## src/hdl/irc_pkg.sv

```systemverilog
`default_nettype none

package irc_pkg;

  // ===========================================================================
  // register map (byte addresses, one aligned word each)
  // ===========================================================================
  localparam logic [3:0] REG_CTRL   = 4'h0;
  localparam logic [3:0] REG_BURST  = 4'h4;
  localparam logic [3:0] REG_STATUS = 4'h8;

  // ===========================================================================
  // control and burst word fields
  // ===========================================================================
  localparam int CTRL_ON_BIT   = 0;
  localparam int CTRL_GATE_BIT = 1;
  localparam int CTRL_PSEL_BIT = 2;
  localparam int CTRL_DUTY_LSB = 4;
  localparam int CTRL_TSEL_LSB = 8;
  localparam int BURST_LEN_LSB = 0;
  localparam int BURST_PND_BIT = 2;
  localparam int BURST_REM_LSB = 4;

  // ===========================================================================
  // reset values
  // ===========================================================================
  localparam logic       CTRL_ON_RST   = 1'h1;
  localparam logic       CTRL_GATE_RST = 1'h0;
  localparam logic       CTRL_PSEL_RST = 1'h0;
  localparam logic [3:0] CTRL_DUTY_RST = 4'h0;
  localparam logic [1:0] CTRL_TSEL_RST = 2'h0;

  // ===========================================================================
  // timing
  // ===========================================================================
  localparam logic [6:0] PERIOD_64   = 7'h40;
  localparam logic [6:0] PERIOD_96   = 7'h60;
  localparam logic [6:0] HI_STEP_64  = 7'h08;
  localparam logic [6:0] HI_STEP_96  = 7'h04;
  localparam logic [3:0] DUTY_MAX_64 = 4'h3;
  localparam logic [3:0] DUTY_MAX_96 = 4'hb;
  localparam logic [5:0] TAU_DIV_12  = 6'h0c;
  localparam logic [5:0] TAU_DIV_16  = 6'h10;
  localparam logic [5:0] TAU_DIV_20  = 6'h14;
  localparam logic [5:0] TAU_DIV_32  = 6'h20;
  localparam logic [5:0] INIT_CYCLES = 6'h20;

  localparam logic [1:0] RESP_OKAY   = 2'h0;
  localparam logic [1:0] RESP_SLVERR = 2'h2;

  // ===========================================================================
  // decoders shared by generator and checks
  // ===========================================================================
  function automatic logic [6:0] irc_carrier_high(input logic psel, input logic [3:0] duty);
    logic [3:0] d;
    d = duty;
    if (!psel) begin
      if (d > DUTY_MAX_64) begin
        d = DUTY_MAX_64;
      end
      irc_carrier_high = 7'({3'h0, d} + 7'h01) * HI_STEP_64;
    end else if (d > DUTY_MAX_96) begin
      irc_carrier_high = 7'h00;
    end else begin
      irc_carrier_high = 7'({3'h0, d} + 7'h01) * HI_STEP_96;
    end
  endfunction : irc_carrier_high

  function automatic logic [5:0] irc_tau_ratio(input logic [1:0] sel);
    unique case (sel)
      2'h0: irc_tau_ratio = TAU_DIV_12;
      2'h1: irc_tau_ratio = TAU_DIV_16;
      2'h2: irc_tau_ratio = TAU_DIV_20;
      2'h3: irc_tau_ratio = TAU_DIV_32;
    endcase
  endfunction : irc_tau_ratio

endpackage : irc_pkg

`default_nettype wire

```

## src/hdl/irc_car_if.sv

```systemverilog
`timescale 1ns/1ps
`default_nettype none

interface irc_car_if;
  logic       on;
  logic       period_sel;
  logic [3:0] duty_sel;
  logic [1:0] tau_sel;
  logic       running;
  logic       carrier;
  logic       period_start;
  logic       tau_start;
  logic [6:0] cnt;
  logic [4:0] tau_cnt;

  modport gen (input on, period_sel, duty_sel, tau_sel,
               output running, carrier, period_start, tau_start, cnt, tau_cnt);
  modport ctl (output on, period_sel, duty_sel, tau_sel,
               input running, carrier, period_start, tau_start, cnt, tau_cnt);
endinterface : irc_car_if

`default_nettype wire

```

## src/hdl/irc_carrier.sv

```systemverilog
`timescale 1ns/1ps
`default_nettype none

module irc_carrier
  import irc_pkg::*;
(
  input wire logic sys_clk_i,
  input wire logic rst_n_i,
  irc_car_if.gen   car
);

  typedef struct packed {
    logic       run;
    logic [6:0] cnt;
    logic [4:0] tau_cnt;
  } irc_car_state_t;

  irc_car_state_t s_r;
  irc_car_state_t s_nxt;
  logic [6:0]     period;
  logic [5:0]     ratio;
  logic           wrap;
  logic           tau_end;

  // ===========================================================================
  // divider and reference-cycle counter
  // ===========================================================================
  always_comb begin
    period  = car.period_sel ? PERIOD_96 : PERIOD_64;
    ratio   = irc_tau_ratio(car.tau_sel);
    // >= keeps the count bounded if the period is changed mid-run
    wrap    = s_r.run && (s_r.cnt >= period - 7'h01);
    tau_end = wrap && ({1'b0, s_r.tau_cnt} >= ratio - 6'h01);
    s_nxt   = s_r;
    if (!s_r.run) begin
      if (car.on) begin
        s_nxt.run     = 1'b1;
        s_nxt.cnt     = 7'h00;
        s_nxt.tau_cnt = 5'h00;
      end
    end else if (wrap) begin
      s_nxt.cnt     = 7'h00;
      s_nxt.tau_cnt = tau_end ? 5'h00 : s_r.tau_cnt + 5'h01;
      // stopping only on a reference-cycle edge avoids a clipped burst
      if (tau_end && !car.on) begin
        s_nxt.run = 1'b0;
      end
    end else begin
      s_nxt.cnt = s_r.cnt + 7'h01;
    end
  end

  always_ff @(posedge sys_clk_i) begin
    if (!rst_n_i) begin
      s_r <= '0;
    end else begin
      s_r <= s_nxt;
    end
  end

  assign car.running      = s_r.run;
  assign car.cnt          = s_r.cnt;
  assign car.tau_cnt      = s_r.tau_cnt;
  assign car.period_start = s_r.run && (s_r.cnt == 7'h00);
  assign car.tau_start    = car.period_start && (s_r.tau_cnt == 5'h00);
  assign car.carrier      = s_r.run && (s_r.cnt < irc_carrier_high(car.period_sel, car.duty_sel));
endmodule : irc_carrier

`default_nettype wire

```

## src/hdl/irc_top.sv

```systemverilog
// Overview of operation
// - pin is low after reset and whenever transmission is stopped
// - carrier period is 64 clocks for select 0, 96 for select 1
// - divide-by-64: duty codes 0 to 3 give 1/8 to 4/8 high time
// - divide-by-96: duty code n up to 11 gives (n+1)/24 high time
// - divide-by-96 with duty code 12 or more keeps output off
// - divide-by-64 with duty code 4 or more acts as code 3
// - period and duty settings writable any time, kept until reset
// - writing on bit 1 starts carrier, writing 0 stops it
// - reset sets on bit; it must not be cleared for 32 cycles
// - gate bit 1 passes carrier to the pin, 0 drives pin low except during a burst
// - gated output starts only at a carrier period start
// - reference cycle divides carrier; burst lasts 0 to 3 cycles
// - with no burst requested, output follows only the gate bit
// - reference ratio codes 0..3 give carrier /12, /16, /20, /32
// - clearing the on bit stops the generator at a reference edge
// - gate bit forces carrier out regardless of burst timing
//
// Local design decisions: the address map and register access over AXI4-Lite.
`timescale 1ns/1ps
`default_nettype none

module irc_top
  import irc_pkg::*;
#(
  parameter int ADDR_W = 4
) (
  input  wire logic              sys_clk_i,
  input  wire logic              rst_n_i,
  input  wire logic [ADDR_W-1:0] s_axi_awaddr_i,
  input  wire logic              s_axi_awvalid_i,
  output logic                   s_axi_awready_o,
  input  wire logic [31:0]       s_axi_wdata_i,
  input  wire logic [3:0]        s_axi_wstrb_i,
  input  wire logic              s_axi_wvalid_i,
  output logic                   s_axi_wready_o,
  output logic [1:0]             s_axi_bresp_o,
  output logic                   s_axi_bvalid_o,
  input  wire logic              s_axi_bready_i,
  input  wire logic [ADDR_W-1:0] s_axi_araddr_i,
  input  wire logic              s_axi_arvalid_i,
  output logic                   s_axi_arready_o,
  output logic [31:0]            s_axi_rdata_o,
  output logic [1:0]             s_axi_rresp_o,
  output logic                   s_axi_rvalid_o,
  input  wire logic              s_axi_rready_i,
  output logic                   ir_tx_pin_o
);

  if (ADDR_W < 4) begin : g_addr_check
    $error("ADDR_W must be at least 4");
  end

  // ===========================================================================
  // state
  // ===========================================================================
  typedef struct packed {
    logic        on;
    logic        gate;
    logic        psel;
    logic [3:0]  duty;
    logic [1:0]  tsel;
    logic        gate_act;
    logic        burst_pend;
    logic [1:0]  burst_len;
    logic [1:0]  burst_rem;
    logic        pin;
    logic [5:0]  init_cnt;
    logic        aw_got;
    logic [3:0]  aw_addr;
    logic        w_got;
    logic [31:0] wdata;
    logic [3:0]  wstrb;
    logic        bvalid;
    logic [1:0]  bresp;
    logic        rvalid;
    logic [31:0] rdata;
    logic [1:0]  rresp;
  } irc_top_state_t;

  irc_top_state_t s_r;
  irc_top_state_t s_nxt;
  logic           aw_fire;
  logic           w_fire;
  logic           ar_fire;
  logic           gate_eff;

  irc_car_if car ();

  irc_carrier u_carrier (
    .sys_clk_i (sys_clk_i),
    .rst_n_i   (rst_n_i),
    .car       (car)
  );

  assign car.on         = s_r.on;
  assign car.period_sel = s_r.psel;
  assign car.duty_sel   = s_r.duty;
  assign car.tau_sel    = s_r.tsel;

  assign s_axi_awready_o = !s_r.aw_got && !s_r.bvalid;
  assign s_axi_wready_o  = !s_r.w_got && !s_r.bvalid;
  assign s_axi_arready_o = !s_r.rvalid;
  assign s_axi_bvalid_o  = s_r.bvalid;
  assign s_axi_bresp_o   = s_r.bresp;
  assign s_axi_rvalid_o  = s_r.rvalid;
  assign s_axi_rdata_o   = s_r.rdata;
  assign s_axi_rresp_o   = s_r.rresp;
  assign ir_tx_pin_o     = s_r.pin;

  assign aw_fire = s_axi_awvalid_i && s_axi_awready_o;
  assign w_fire  = s_axi_wvalid_i && s_axi_wready_o;
  assign ar_fire = s_axi_arvalid_i && s_axi_arready_o;

  // ===========================================================================
  // next state
  // ===========================================================================
  always_comb begin
    s_nxt = s_r;

    // bus channels: address and data are latched independently
    if (aw_fire) begin
      s_nxt.aw_got  = 1'b1;
      s_nxt.aw_addr = s_axi_awaddr_i[3:0];
    end
    if (w_fire) begin
      s_nxt.w_got = 1'b1;
      s_nxt.wdata = s_axi_wdata_i;
      s_nxt.wstrb = s_axi_wstrb_i;
    end
    if (s_r.bvalid && s_axi_bready_i) begin
      s_nxt.bvalid = 1'b0;
    end

    if (s_r.init_cnt != 6'h00) begin
      s_nxt.init_cnt = s_r.init_cnt - 6'h01;
    end

    // register write, one cycle after both halves are held
    if (s_r.aw_got && s_r.w_got && !s_r.bvalid) begin
      s_nxt.aw_got = 1'b0;
      s_nxt.w_got  = 1'b0;
      s_nxt.bvalid = 1'b1;
      s_nxt.bresp  = RESP_OKAY;
      unique case (s_r.aw_addr)
        REG_CTRL: begin
          if (s_r.wstrb[0]) begin
            // clears are ignored while the generator is initialising
            s_nxt.on   = s_r.wdata[CTRL_ON_BIT] || (s_r.init_cnt != 6'h00);
            s_nxt.gate = s_r.wdata[CTRL_GATE_BIT];
            s_nxt.psel = s_r.wdata[CTRL_PSEL_BIT];
            s_nxt.duty = s_r.wdata[CTRL_DUTY_LSB +: 4];
          end
          if (s_r.wstrb[1]) begin
            s_nxt.tsel = s_r.wdata[CTRL_TSEL_LSB +: 2];
          end
        end
        REG_BURST: begin
          if (s_r.wstrb[0]) begin
            s_nxt.burst_len  = s_r.wdata[BURST_LEN_LSB +: 2];
            s_nxt.burst_pend = 1'b1;
          end
        end
        REG_STATUS: begin
        end
        default: begin
          s_nxt.bresp = RESP_SLVERR;
        end
      endcase
    end

    // register read
    if (s_r.rvalid && s_axi_rready_i) begin
      s_nxt.rvalid = 1'b0;
    end
    if (ar_fire) begin
      s_nxt.rvalid = 1'b1;
      s_nxt.rresp  = RESP_OKAY;
      s_nxt.rdata  = 32'h0000_0000;
      unique case (s_axi_araddr_i[3:0])
        REG_CTRL: begin
          s_nxt.rdata[CTRL_ON_BIT]        = s_r.on;
          s_nxt.rdata[CTRL_GATE_BIT]      = s_r.gate;
          s_nxt.rdata[CTRL_PSEL_BIT]      = s_r.psel;
          s_nxt.rdata[CTRL_DUTY_LSB +: 4] = s_r.duty;
          s_nxt.rdata[CTRL_TSEL_LSB +: 2] = s_r.tsel;
        end
        REG_BURST: begin
          s_nxt.rdata[BURST_LEN_LSB +: 2] = s_r.burst_len;
          s_nxt.rdata[BURST_PND_BIT]      = s_r.burst_pend;
          s_nxt.rdata[BURST_REM_LSB +: 2] = s_r.burst_rem;
        end
        REG_STATUS: begin
          s_nxt.rdata[3:0] = {s_r.init_cnt != 6'h00, s_r.burst_rem != 2'h0, s_r.pin, car.running};
        end
        default: begin
          s_nxt.rresp = RESP_SLVERR;
        end
      endcase
    end

    // burst timing: a request waits for the next reference edge
    if (!s_r.on) begin
      s_nxt.burst_pend = 1'b0;
      s_nxt.burst_len  = 2'h0;
    end
    if (!car.running) begin
      s_nxt.burst_rem = 2'h0;
    end else if (car.tau_start) begin
      if (s_nxt.burst_pend) begin
        s_nxt.burst_rem  = s_nxt.burst_len;
        s_nxt.burst_pend = 1'b0;
      end else if (s_r.burst_rem != 2'h0) begin
        s_nxt.burst_rem = s_r.burst_rem - 2'h1;
      end
    end

    // gate opens only at a period start so the first pulse is whole,
    // but closes at once
    gate_eff       = s_r.gate && (s_r.gate_act || car.period_start);
    s_nxt.gate_act = gate_eff && car.running;
    s_nxt.pin      = car.carrier && (gate_eff || s_nxt.burst_rem != 2'h0);
  end

  always_ff @(posedge sys_clk_i) begin
    if (!rst_n_i) begin
      s_r <= '{on: CTRL_ON_RST, gate: CTRL_GATE_RST, psel: CTRL_PSEL_RST,
               duty: CTRL_DUTY_RST, tsel: CTRL_TSEL_RST, init_cnt: INIT_CYCLES,
               default: '0};
    end else begin
      s_r <= s_nxt;
    end
  end
endmodule : irc_top

`default_nettype wire

```

## config.mk

```make
export PLATFORM = sky130hd
export DESIGN_NAME = irc_top
export DESIGN_NICKNAME = d
export VERILOG_FILES = /design/src/hdl/irc_pkg.sv /design/src/hdl/irc_car_if.sv /design/src/hdl/irc_carrier.sv /design/src/hdl/irc_top.sv
export SDC_FILE = /design/constraint.sdc
export NUM_CORES = 1
export LEC_CHECK = 0
export BUFFER_PORTS_ARGS = -buffer_cell sky130_fd_sc_hd__buf_4
export CAP_MARGIN = 20
export CORE_UTILIZATION = 35
export CTS_CLUSTER_DIAMETER = 60
export DETAILED_ROUTE_END_ITERATION = 7
export GPL_TIMING_DRIVEN = 0
export SLEW_MARGIN = 20
export SYNTH_ARGS = -nofsm -noshare
export SYNTH_HDL_FRONTEND = slang
export SYNTH_SLANG_ARGS = --single-unit
```

## constraint.sdc

```tcl
create_clock -name sys_clk_i -period 2.2 [get_ports sys_clk_i]
set_input_delay 0.11 -clock sys_clk_i [delete_from_list [all_inputs] [get_ports sys_clk_i]]
set_output_delay 0.11 -clock sys_clk_i [all_outputs]
set_load 0.02 [all_outputs]
```

==> impl_results.md, run 1 <==
- Status: finished clean
- Ranking of synthesized cells by area: dfxtp_1, buf_4, ha_1
- Largest net degree at the start of global routing: 11
- Period Utilization, post-route: 99.2%
- Synth Instances: 421
- GR met2 Demand/Resource: 26.8%
- Filler Cells Inserted: 989
- Leakage: 1.91 nW
- CTS tree: built
- DRT antenna net count: 0
- Cell count of the worst reg-to-reg path: 9
- Ys flop type: dfxtp_1
- Routed vias/inst: 4.70
- Setup ws final: 18.6 ps
- Hold Path Class: input pin to flip-flop
- RSZ-0062 raised after global routing: true
- Peak Freq: 458 MHz
- PortBufs: 41
- H-tree levels: 3
- Global-route wire length before repair: 13,200 um
- GR Util All Layers: 16.6%
- Top cell types by occurrence after synthesis: dfxtp_1, nand2_1, nor2_1
- Met3 usage in global routing: 4.62%
- Post-synth top area cell: dfxtp_1
- Hold Path Origin: s_axi_awaddr_i[1]
- Post-layout min period: 2180 ps
- Max Root-Sink Buffers: 2
- Max Cap Viol: 0
- Reg-to-reg startpoint: car.duty_sel[3]
- Worst setup SP type: flip-flop
- Kind of critical path: flip-flop to flip-flop
- Cts bufs inserted: 9
- Initial Util: 36.8%
- VDD IR max: 0.358 mV
- Die area: 10,200 um^2
- Chip width: 101 um
- Nets: 568
- I/O pins: 93
- Worst reg2reg endpoint: ir_tx_pin_o
- Design Power: 2.75 mW
- Row count: 35
- Count leader, synth: dfxtp_1
- Vias in the first global route: 2,801
- CTS clock-pin slew for the worst setup and hold paths: 70 ps
- Worst Hold Path EP: s_r[76]
- First-pass DRT Iterations: 4
- Post-detail-place hpwl: 5920 um
- Post-synth EDFFs: 0
- Core Util, Final: 45.2%
- Hold path depth: 3
- Arr. time, crit path: 2440 ps
- Synth top area share: 38.3%
- Starting DRT DRC Count: 123
- Grt ovf: 0
- Post-route DRC: 0
- Met1 GRT Util: 21.7%
- Share of cells above drive strength 1: 21.1%
- FF-to-FF setup slack: 20 ps
- PwrDens: 648 nW/um^2
- Netlist cell types: 49
- Placed cells: 614
- Cell area after synthesis: 3450 um^2
- # diodes: 0
- Clk_skew: 8.05 ps
- Routed len/inst: 12.4 um
- Slew Viols, Final: 0
- Ys Warns: 0
- Hold Vio Cnt, Final: 0
- Sink Count: 66
- Setup crit end kind: flip-flop
- Initial antenna violation count: 0
- Slew headroom: 53.1%
- Pre-CTS setup slack: -174 ps
- Slew @ Worst Pin: 703 ps
- Hold Slack: 14.9 ps
- CORE AREA: 9370 um^2
- RePlAce Congestion: 0.791
- #FFs+latches synth: 66
- Clk_lat worst skew: 340 ps
- Crit path max fanout: 4
- Busiest grt layer: met2
- Register area share after synthesis: 38.3%
- Syn avg cell area: 8.19 um^2
- Ys async rst share: 0%
- Final setup fails: 0
- Final WL: 7860 um
- Final Non-Filler Cells: 632
- Via count: 2,969
- Critical path required time: 2460 ps
- Die height: 101 um
- Area Growth Syn to Fin: 23.0%
- CTS root buf: clkbuf_8
[worst max-delay path by stage]
| stage | from | endpoint | slack (ps) |
|---|---|---|---|
| after floorplan | car.duty_sel[3] | ir_tx_pin_o | 9 |
| after global placement | car.duty_sel[3] | ir_tx_pin_o | -170 |
| after detailed placement | car.duty_sel[3] | ir_tx_pin_o | -170 |
| after CTS | car.duty_sel[3] | ir_tx_pin_o | 10 |
| after global routing | car.duty_sel[3] | ir_tx_pin_o | -110 |
| final | car.duty_sel[3] | ir_tx_pin_o | 20 |
[cell usage in the layout (no fill, tap or decap), drive strengths merged, types with 2 or more instances in the layout]
cell          n
clkbuf       23
nor3          9
nor3b         3
or3           2
o211ai        2
a21o          4
a211o         2
inv          17
and3          2
dfxtp        66
xnor2         4
o21ai        14
mux2i        20
clkinv        4
nor2         49
a211oi        3
and2          5
a22oi         7
nor4b         2
nand3        15
ha           17
buf          81
or2           4
nand2        54
nand4b        2
a21oi        26
nand2b        7
a311oi        2
nor2b         4
o21a          4
dlygate4sd3   4
a31oi         4
conb         25
[flip-flops by register name (all words and copies together) (netlist names)]
register and cells:
u_carrier.car.running 1, u_carrier.car.cnt 7, car.tau_sel 2, car.on 1
car.duty_sel 4, car.period_sel 1, ir_tx_pin_o 1, s_axi_rdata_o 10
s_axi_bresp_o 1, s_axi_bvalid_o 1, s_r 30, u_carrier.car.tau_cnt 5
s_axi_rvalid_o 1, s_axi_rresp_o 1
[where the power goes]
group          switching, mW  total [mW]  internal (mW)
sequential            0.0645        1.33           1.27
combinational          0.253       0.463          0.210
clock                  0.447       0.952          0.505
[cells by family after synthesis]
group | count (synthesis) | share of synthesized area [%]
simple gates | 163 | 22.0
xor+xnor | 5 | 1.27
mux | 20 | 5.81
other cells | 2 | 0.218
compound gates | 77 | 14.3
buf+inv | 71 | 11.9
fa+ha+maj | 17 | 6.17
flops | 66 | 38.3
[layer usage]
layer / up-vias / wire [um]
met5: - / 0
met4: 0 / 80
met3: 5 / 359
met2: 68 / 3470
met1: 1359 / 3950
li1: 1537 / -
[per-stage QoR]
| stage | TNS [ps] | cell area [um^2] |
|---|---|---|
| 6_report | 0 | 4240 |
| 4_1_cts | 0 | 4210 |
| 3_3_place_gp | -169 | 4000 |
| 5_1_grt | -106 | 4240 |
| 3_5_place_dp | -174 | 4000 |
| 2_1_floorplan | 0 | 3530 |
[cell type report]
class                   count  area (um^2)  share of cell area, %
multi-input cells         307         1810                   42.7
flip-flops and latches     66         1330                   31.4
repair buffers             47          363                   8.56
plain buffers              51          335                   7.91
well taps                 129          161                   3.81
clock buffers              10          128                   3.01
inverters                  18         67.6                   1.59
clock inverters             4         45.0                   1.06
[critical path, stage by stage (launching register included)]
cell      delay, ps
dfxtp_4         350
or3_1           370
ha_1            300
o21ai_1         130
ha_1            240
o21ai_1          70
a21oi_1          50
o21a_1          180
o21a_1          180
a311oi_2        220
[timing repair]
item,4_1_cts,5_1_grt
endpoints found under the hold margin,2,2
hold buffers,2,2
setup endpoints to repair,1,10
gates resized for setup,6,6
buffers inserted,2,0
No activity file was read; power rests on OpenSTA's default activity.
==> inputs of run 2 (changes only) <==
Settings changed: CORE_UTILIZATION 35 to 25, MAX_ROUTING_LAYER set to met4.
==> impl_results.md, run 2 (synthesized netlist as in run 1, its figures left out) <==
- Die height: 119 um (+18%)
- Largest net degree at the start of global routing: 11 (unchanged)
- Final Non-Filler Cells: 677 (+7.1%)
- Clk_skew: 4.83 ps (-3.22 ps)
- Crit path launch: car.duty_sel[0]
- Clk_lat worst skew: 330 ps (about the same)
- Slew headroom: 55.7% (+2.6 points)
- Max reg flops: 30 (unchanged)
- PortBufs: 41 (unchanged)
- VDD IR max: 0.304 mV (-15%)
- Placed cells: 661 (+7.7%)
- Kind of critical path: flip-flop to flip-flop
- Crit path max fanout: 7 (+3)
- Post-layout min period: 2150 ps (-34.7 ps)
- Filler Cells Inserted: 1,445 (+46%)
- Final setup fails: 0 (unchanged)
- Leakage: 1.96 nW (+2.2%)
- Critical-path cell list: or3_1 -> ha_1 -> o21ai_1 -> ha_1 -> o21ai_0 -> a21oi_1 -> o21a_1 -> o21a_1 -> a311oi_2
- Post-route DRC: 0 (unchanged)
- Delay-heaviest family, CP: compound AO/OA/AOI/OAI gates
- First-pass DRT Iterations: 4 (unchanged)
- # hold bufs at CTS: 0 (-2)
- Area Growth Syn to Fin: 27.2%
- Global-route wire length before repair: 13,800 um (+4.4%)
- Cts bufs inserted: 9 (unchanged)
- Most common cell after layout, fill and taps aside: buf_4
- Nets: 565 (-0.53%)
- Status: finished clean
- RePlAce Congestion: 0.817 (+3.3%)
- Sink Count: 66 (unchanged)
- I/O pins: 93 (unchanged)
- Crit path largest cell delay: 370 ps (about the same)
- Initial Util: 25.8% (-11 points)
- Reg-to-reg startpoint: car.duty_sel[0]
- Grt ovf: 0 (unchanged)
- Share of cells above drive strength 1: 21.6% (+0.48 points)
- Max Cap Viol: 0 (unchanged)
- Post-detail-place hpwl: 6230 um (+5.2%)
- Setup crit end kind: flip-flop
- # diodes: 0 (unchanged)
- Peak Freq: 466 MHz (+1.6%)
- Max Root-Sink Buffers: 2 (unchanged)
- GR Util All Layers: 12.4% (-4.2 points)
- Worst setup SP type: flip-flop
- Via count: 2,994 (+0.84%)
- Starting DRT DRC Count: 151 (+23%)
- RSZ-0062 raised after global routing: true
- CTS tree: built
- TNS Setup: 0 ps (unchanged)
- Period Utilization, post-route: 97.6% (-1.6 points)
- Cell count of the worst reg-to-reg path: 9 (unchanged)
- CP Buf/Inv Count: 0 (unchanged)
- Chip width: 119 um (+18%)
- Initial antenna violation count: 0 (unchanged)
- Levels on crit path: 9 (unchanged)
- Routed vias/inst: 4.42 (-5.9%)
- Critical path required time: 2440 ps (-20 ps)
- CORE AREA: 13,300 um^2 (+42%)
- Core Util, Final: 32.9% (-12 points)
- Die area: 14,300 um^2 (+39%)
- Hold Path Class: input pin to flip-flop
- Slowest CP cell: dfxtp_4
- Row count: 42 (+20%)
- DRT antenna net count: 0 (unchanged)
- H-tree levels: 3 (unchanged)
- Final WL: 8260 um (+5.1%)
- Routed len/inst: 12.2 um (-1.8%)
- Most frequent cells in the layout: buf_4, dfxtp_1, nand2_1
- Vias in the first global route: 2,875 (+2.6%)
- Slew Viols, Final: 0 (unchanged)
- CTS clock-pin slew for the worst setup and hold paths: 50 ps (-20 ps)
- Slew @ Worst Pin: 665 ps (-38.3 ps)
- Hold path depth: 3 (unchanged)
- Hold Path Origin: s_axi_awaddr_i[0]
- Largest Register: s_r
- Hold Vio Cnt, Final: 0 (unchanged)
- PwrDens: 728 nW/um^2 (+12%)
- Arr. time, crit path: 2380 ps (-60 ps)
- CTS root buf: clkbuf_16
## run 2: cell count changes in the layout (fill, tap and decap cells not counted), sizes merged
cell | before | now
buf | 81 | 82
clkinv | 4 | 3
clkbuf | 23 | 25
dlygate4sd3 | 4 | 0
## run 2: layout make-up
type / count / area (um^2) / area share, %
clock inverters: 3 / 40.0 / 0.913
well taps: 176 / 220 / 5.02
repair buffers: 44 / 330 / 7.53
multi-input cells: 307 / 1810 / 41.4
flip-flops and latches: 66 / 1330 / 30.4
inverters: 18 / 67.6 / 1.54
clock buffers: 12 / 246 / 5.62
plain buffers: 51 / 335 / 7.65
## run 2: stage by stage
stage / total power [mW] / setup WS [ps] / hold slack, ps / area, um^2
5_1_grt: 3.35 / -42.2 / 30.6 / 4390
4_1_cts: 3.23 / 2.58 / 10.0 / 4370
3_5_place_dp: 1.82 / -177 / 355 / 4060
6_report: 3.19 / 53.3 / 19.5 / 4390
3_3_place_gp: 1.80 / -178 / 347 / 4060
2_1_floorplan: 1.69 / 8.96 / 246 / 3530
## run 2: repair_timing
item,CTS,global route
hold endpoints to repair,0,0
gates resized for setup,6,6
endpoints found under the setup margin,1,8
pin swaps,0,2
buffers inserted,3,0
## run 2: routing by layer
layer | GRT usage, % | share of wire [%] | vias to the layer above
li1 | - | - | 1528
met1 | 16.1 | 49 | 1390
met2 | 18.7 | 46 | 69
met3 | 3.16 | 4.9 | 7
met4 | 4.30 | 0.75 | 0
met5 | - | 0 | -
## run 2: final timing paths
kind                      end  slack (ps)
setup / recovery  ir_tx_pin_o          50
hold / removal        s_r[75]          20
setup reg to reg  ir_tx_pin_o          50
hold reg to reg       s_r[47]         460
## run 2: where the power goes
| part | total (mW) | internal [mW] | switching, mW |
|---|---|---|---|
| combinational | 0.463 | 0.206 | 0.257 |
| sequential | 1.34 | 1.27 | 0.0653 |
| clock | 1.39 | 0.898 | 0.495 |
## run 2: tightest hold or removal path: stages
cell and delay [ps]:
buf_4 80, mux2i_1 50, nor2_1 70
==> inputs of run 3 (changes only) <==
Settings changed: SETUP_SLACK_MARGIN set to 0.15.
==> impl_results.md, run 3 (synthesized netlist as in run 1, its figures left out) <==
- Switching Share: 27.0% (+1.4 points)
- Routed vias/inst: 4.33 (-2.2%)
- CORE AREA: 13,300 um^2 (unchanged)
- CTS tree: built
- Kind of critical path: flip-flop to flip-flop
- Setup crit end kind: flip-flop
- Hold Slack: 22.4 ps (+2.90 ps)
- Placed cell area: 4070 um^2 (+0.22%)
- Final Non-Filler Cells: 679 (+0.30%)
- Starting DRT DRC Count: 126 (-17%)
- Share of cells above drive strength 1: 22.7% (+1.1 points)
- I/O pins: 93 (unchanged)
- Net Sw Power: 852 uW (+4.2%)
- Area Growth Syn to Fin: 28.3%
- First-pass DRT Iterations: 4 (unchanged)
- Slew Viols, Final: 0 (unchanged)
- Clk_skew: 6.57 ps (+1.74 ps)
- PortBufs: 41 (unchanged)
- Max Root-Sink Buffers: 2 (unchanged)
- Hold Path Class: input pin to flip-flop
- Crit path largest cell delay: 350 ps (-20 ps)
- Final setup fails: 0 (unchanged)
- Slowest CP cell: or3_1
- Setup ws final: 11.3 ps (-42.0 ps)
- Crit path max fanout: 4 (-3)
- Max reg flops: 30 (unchanged)
- H-tree levels: 3 (unchanged)
- Hold Vio Cnt, Final: 0 (unchanged)
- Filler Cells Inserted: 1,422 (-1.6%)
- Final WL: 8020 um (-3.0%)
- Critical-path cell list: clkbuf_8 -> or3_1 -> ha_1 -> o21ai_2 -> ha_1 -> o21ai_1 -> a21oi_1 -> o21a_1 -> o21a_1 -> a311oi_2
- Nets: 566 (+0.18%)
- CTS root buf: clkbuf_16
- Internal Power: 2.31 mW (-2.8%)
- Sink Count: 66 (unchanged)
- Post-layout min period: 2190 ps (+42.0 ps)
- Via count: 2,938 (-1.9%)
- Max Cap Viol: 0 (unchanged)
- Row count: 42 (unchanged)
- VDD IR max: 0.362 mV (+19%)
- Grt ovf: 0 (unchanged)
- Status: finished clean
- PwrDens: 714 nW/um^2 (-1.9%)
- Critical path required time: 2440 ps (about the same)
- Routed len/inst: 11.8 um (-3.3%)
- Initial Util: 25.8% (unchanged)
- Initial antenna violation count: 0 (unchanged)
- Chip width: 119 um (unchanged)
- Most frequent cells in the layout: buf_4, dfxtp_1, nand2_1
- GR Util All Layers: 12.2% (-0.25 points)
- Die area: 14,300 um^2 (unchanged)
- Hold path depth: 3 (unchanged)
- Die height: 119 um (unchanged)
- Final Cell Area: 4420 um^2 (+0.83%)
- Cts bufs inserted: 9 (unchanged)
- Placed cells: 661 (unchanged)
- Vias in the first global route: 2,821 (-1.9%)
- Worst setup SP type: flip-flop
- RePlAce Congestion: 0.859 (+5.2%)
- Slew headroom: 58.3% (+2.6 points)
- Sequential Power Share: 42.3% (+0.4 points)
- Post-route DRC: 0 (unchanged)
- Global-route wire length before repair: 13,500 um (-2.2%)
- Most common cell after layout, fill and taps aside: buf_4
- Pre-CTS setup slack: -114 ps (+63.4 ps)
- Cell count of the worst reg-to-reg path: 10 (+1)
- Clk network pwr share: 42.9% (-0.7 points)
- Slew @ Worst Pin: 626 ps (-38.8 ps)
- Comb power frac: 14.8% (+0.3 points)
- Leakage: 1.96 nW (+0.36%)
- DRT antenna net count: 0 (unchanged)
- Largest net degree at the start of global routing: 13 (+2)
- Period Utilization, post-route: 99.5% (+1.9 points)
- Clk_lat worst skew: 330 ps (about the same)
- Arr. time, crit path: 2430 ps (+50 ps)
- # diodes: 0 (unchanged)
- Post-detail-place hpwl: 6190 um (-0.57%)
- Peak Freq: 457 MHz (-1.9%)
- Core Util, Final: 33.1% (+0.27 points)
- Largest Register: s_r
- RSZ-0062 raised after global routing: true
- CTS clock-pin slew for the worst setup and hold paths: 50 ps (about the same)
## run 3: cell count changes in the layout (fill, tap and decap cells not counted), sizes merged
cell / change
clkinvlp: +2
bufinv: -1
inv: +1
## run 3: repair_timing
| action | CTS | global route |
|---|---|---|
| setup buffers | 2 | 0 |
| gates cloned | 0 | 0 |
| resized for setup | 8 | 6 |
| endpoints found under the setup margin | 13 | 18 |
| pin swaps | 7 | 0 |
| hold buffers | 0 | 0 |
## run 3: cell type report
type | instances | area [um^2] | area share, %
clock inverter | 5 | 37.5 | 0.849
inverter | 18 | 67.6 | 1.53
sequential | 66 | 1320 | 29.9
tap | 176 | 220 | 4.98
clock buffer | 11 | 253 | 5.72
timing repair buffer | 43 | 323 | 7.30
multi-input combinational | 307 | 1830 | 41.5
buffer | 53 | 363 | 8.21
## run 3: power groups by stage
| stage | Sequential [mW] | Clock [mW] | Combinational [mW] |
|---|---|---|---|
| after floorplan | 1.35 | 0 | 0.346 |
| after global placement | 1.36 | 0 | 0.448 |
| after detailed placement | 1.36 | 0 | 0.464 |
| after CTS | 1.34 | 1.39 | 0.467 |
| after global routing | 1.35 | 1.44 | 0.526 |
| final | 1.34 | 1.36 | 0.466 |
## run 3: per-stage QoR
step,setup TNS (ps),power [mW]
after floorplan,0,1.69
final,0,3.16
after global placement,-115,1.80
after detailed placement,-114,1.82
after global routing,-114,3.31
after CTS,-12.6,3.19
## run 3: layer usage
| layer | global-route usage, % | wire length [um] | vias to the layer above |
|---|---|---|---|
| met5 | - | 0 | - |
| li1 | - | - | 1531 |
| met4 | 4.14 | 110 | 0 |
| met1 | 14.5 | 3850 | 1342 |
| met3 | 2.97 | 251 | 12 |
| met2 | 20.0 | 3800 | 53 |
## run 3: final timing paths
check / start / to / slack (ps)
worst max-delay path: car.duty_sel[2] / ir_tx_pin_o / 10
worst min-delay path: s_axi_awaddr_i[2] / s_r[77] / 20
worst max register to register: car.duty_sel[2] / ir_tx_pin_o / 10
worst min register to register: s_r[46] / s_r[46] / 460
## run 3: critical path: cells and delay by family (launching register included)
family                   cells  cell delay (ps)
AO/OA/AOI/OAI                6              770
adder cells (fa/ha/maj)      2              540
buffers and inverters        1              130
flip-flops                   1              300
AND/OR/NAND/NOR              1              350
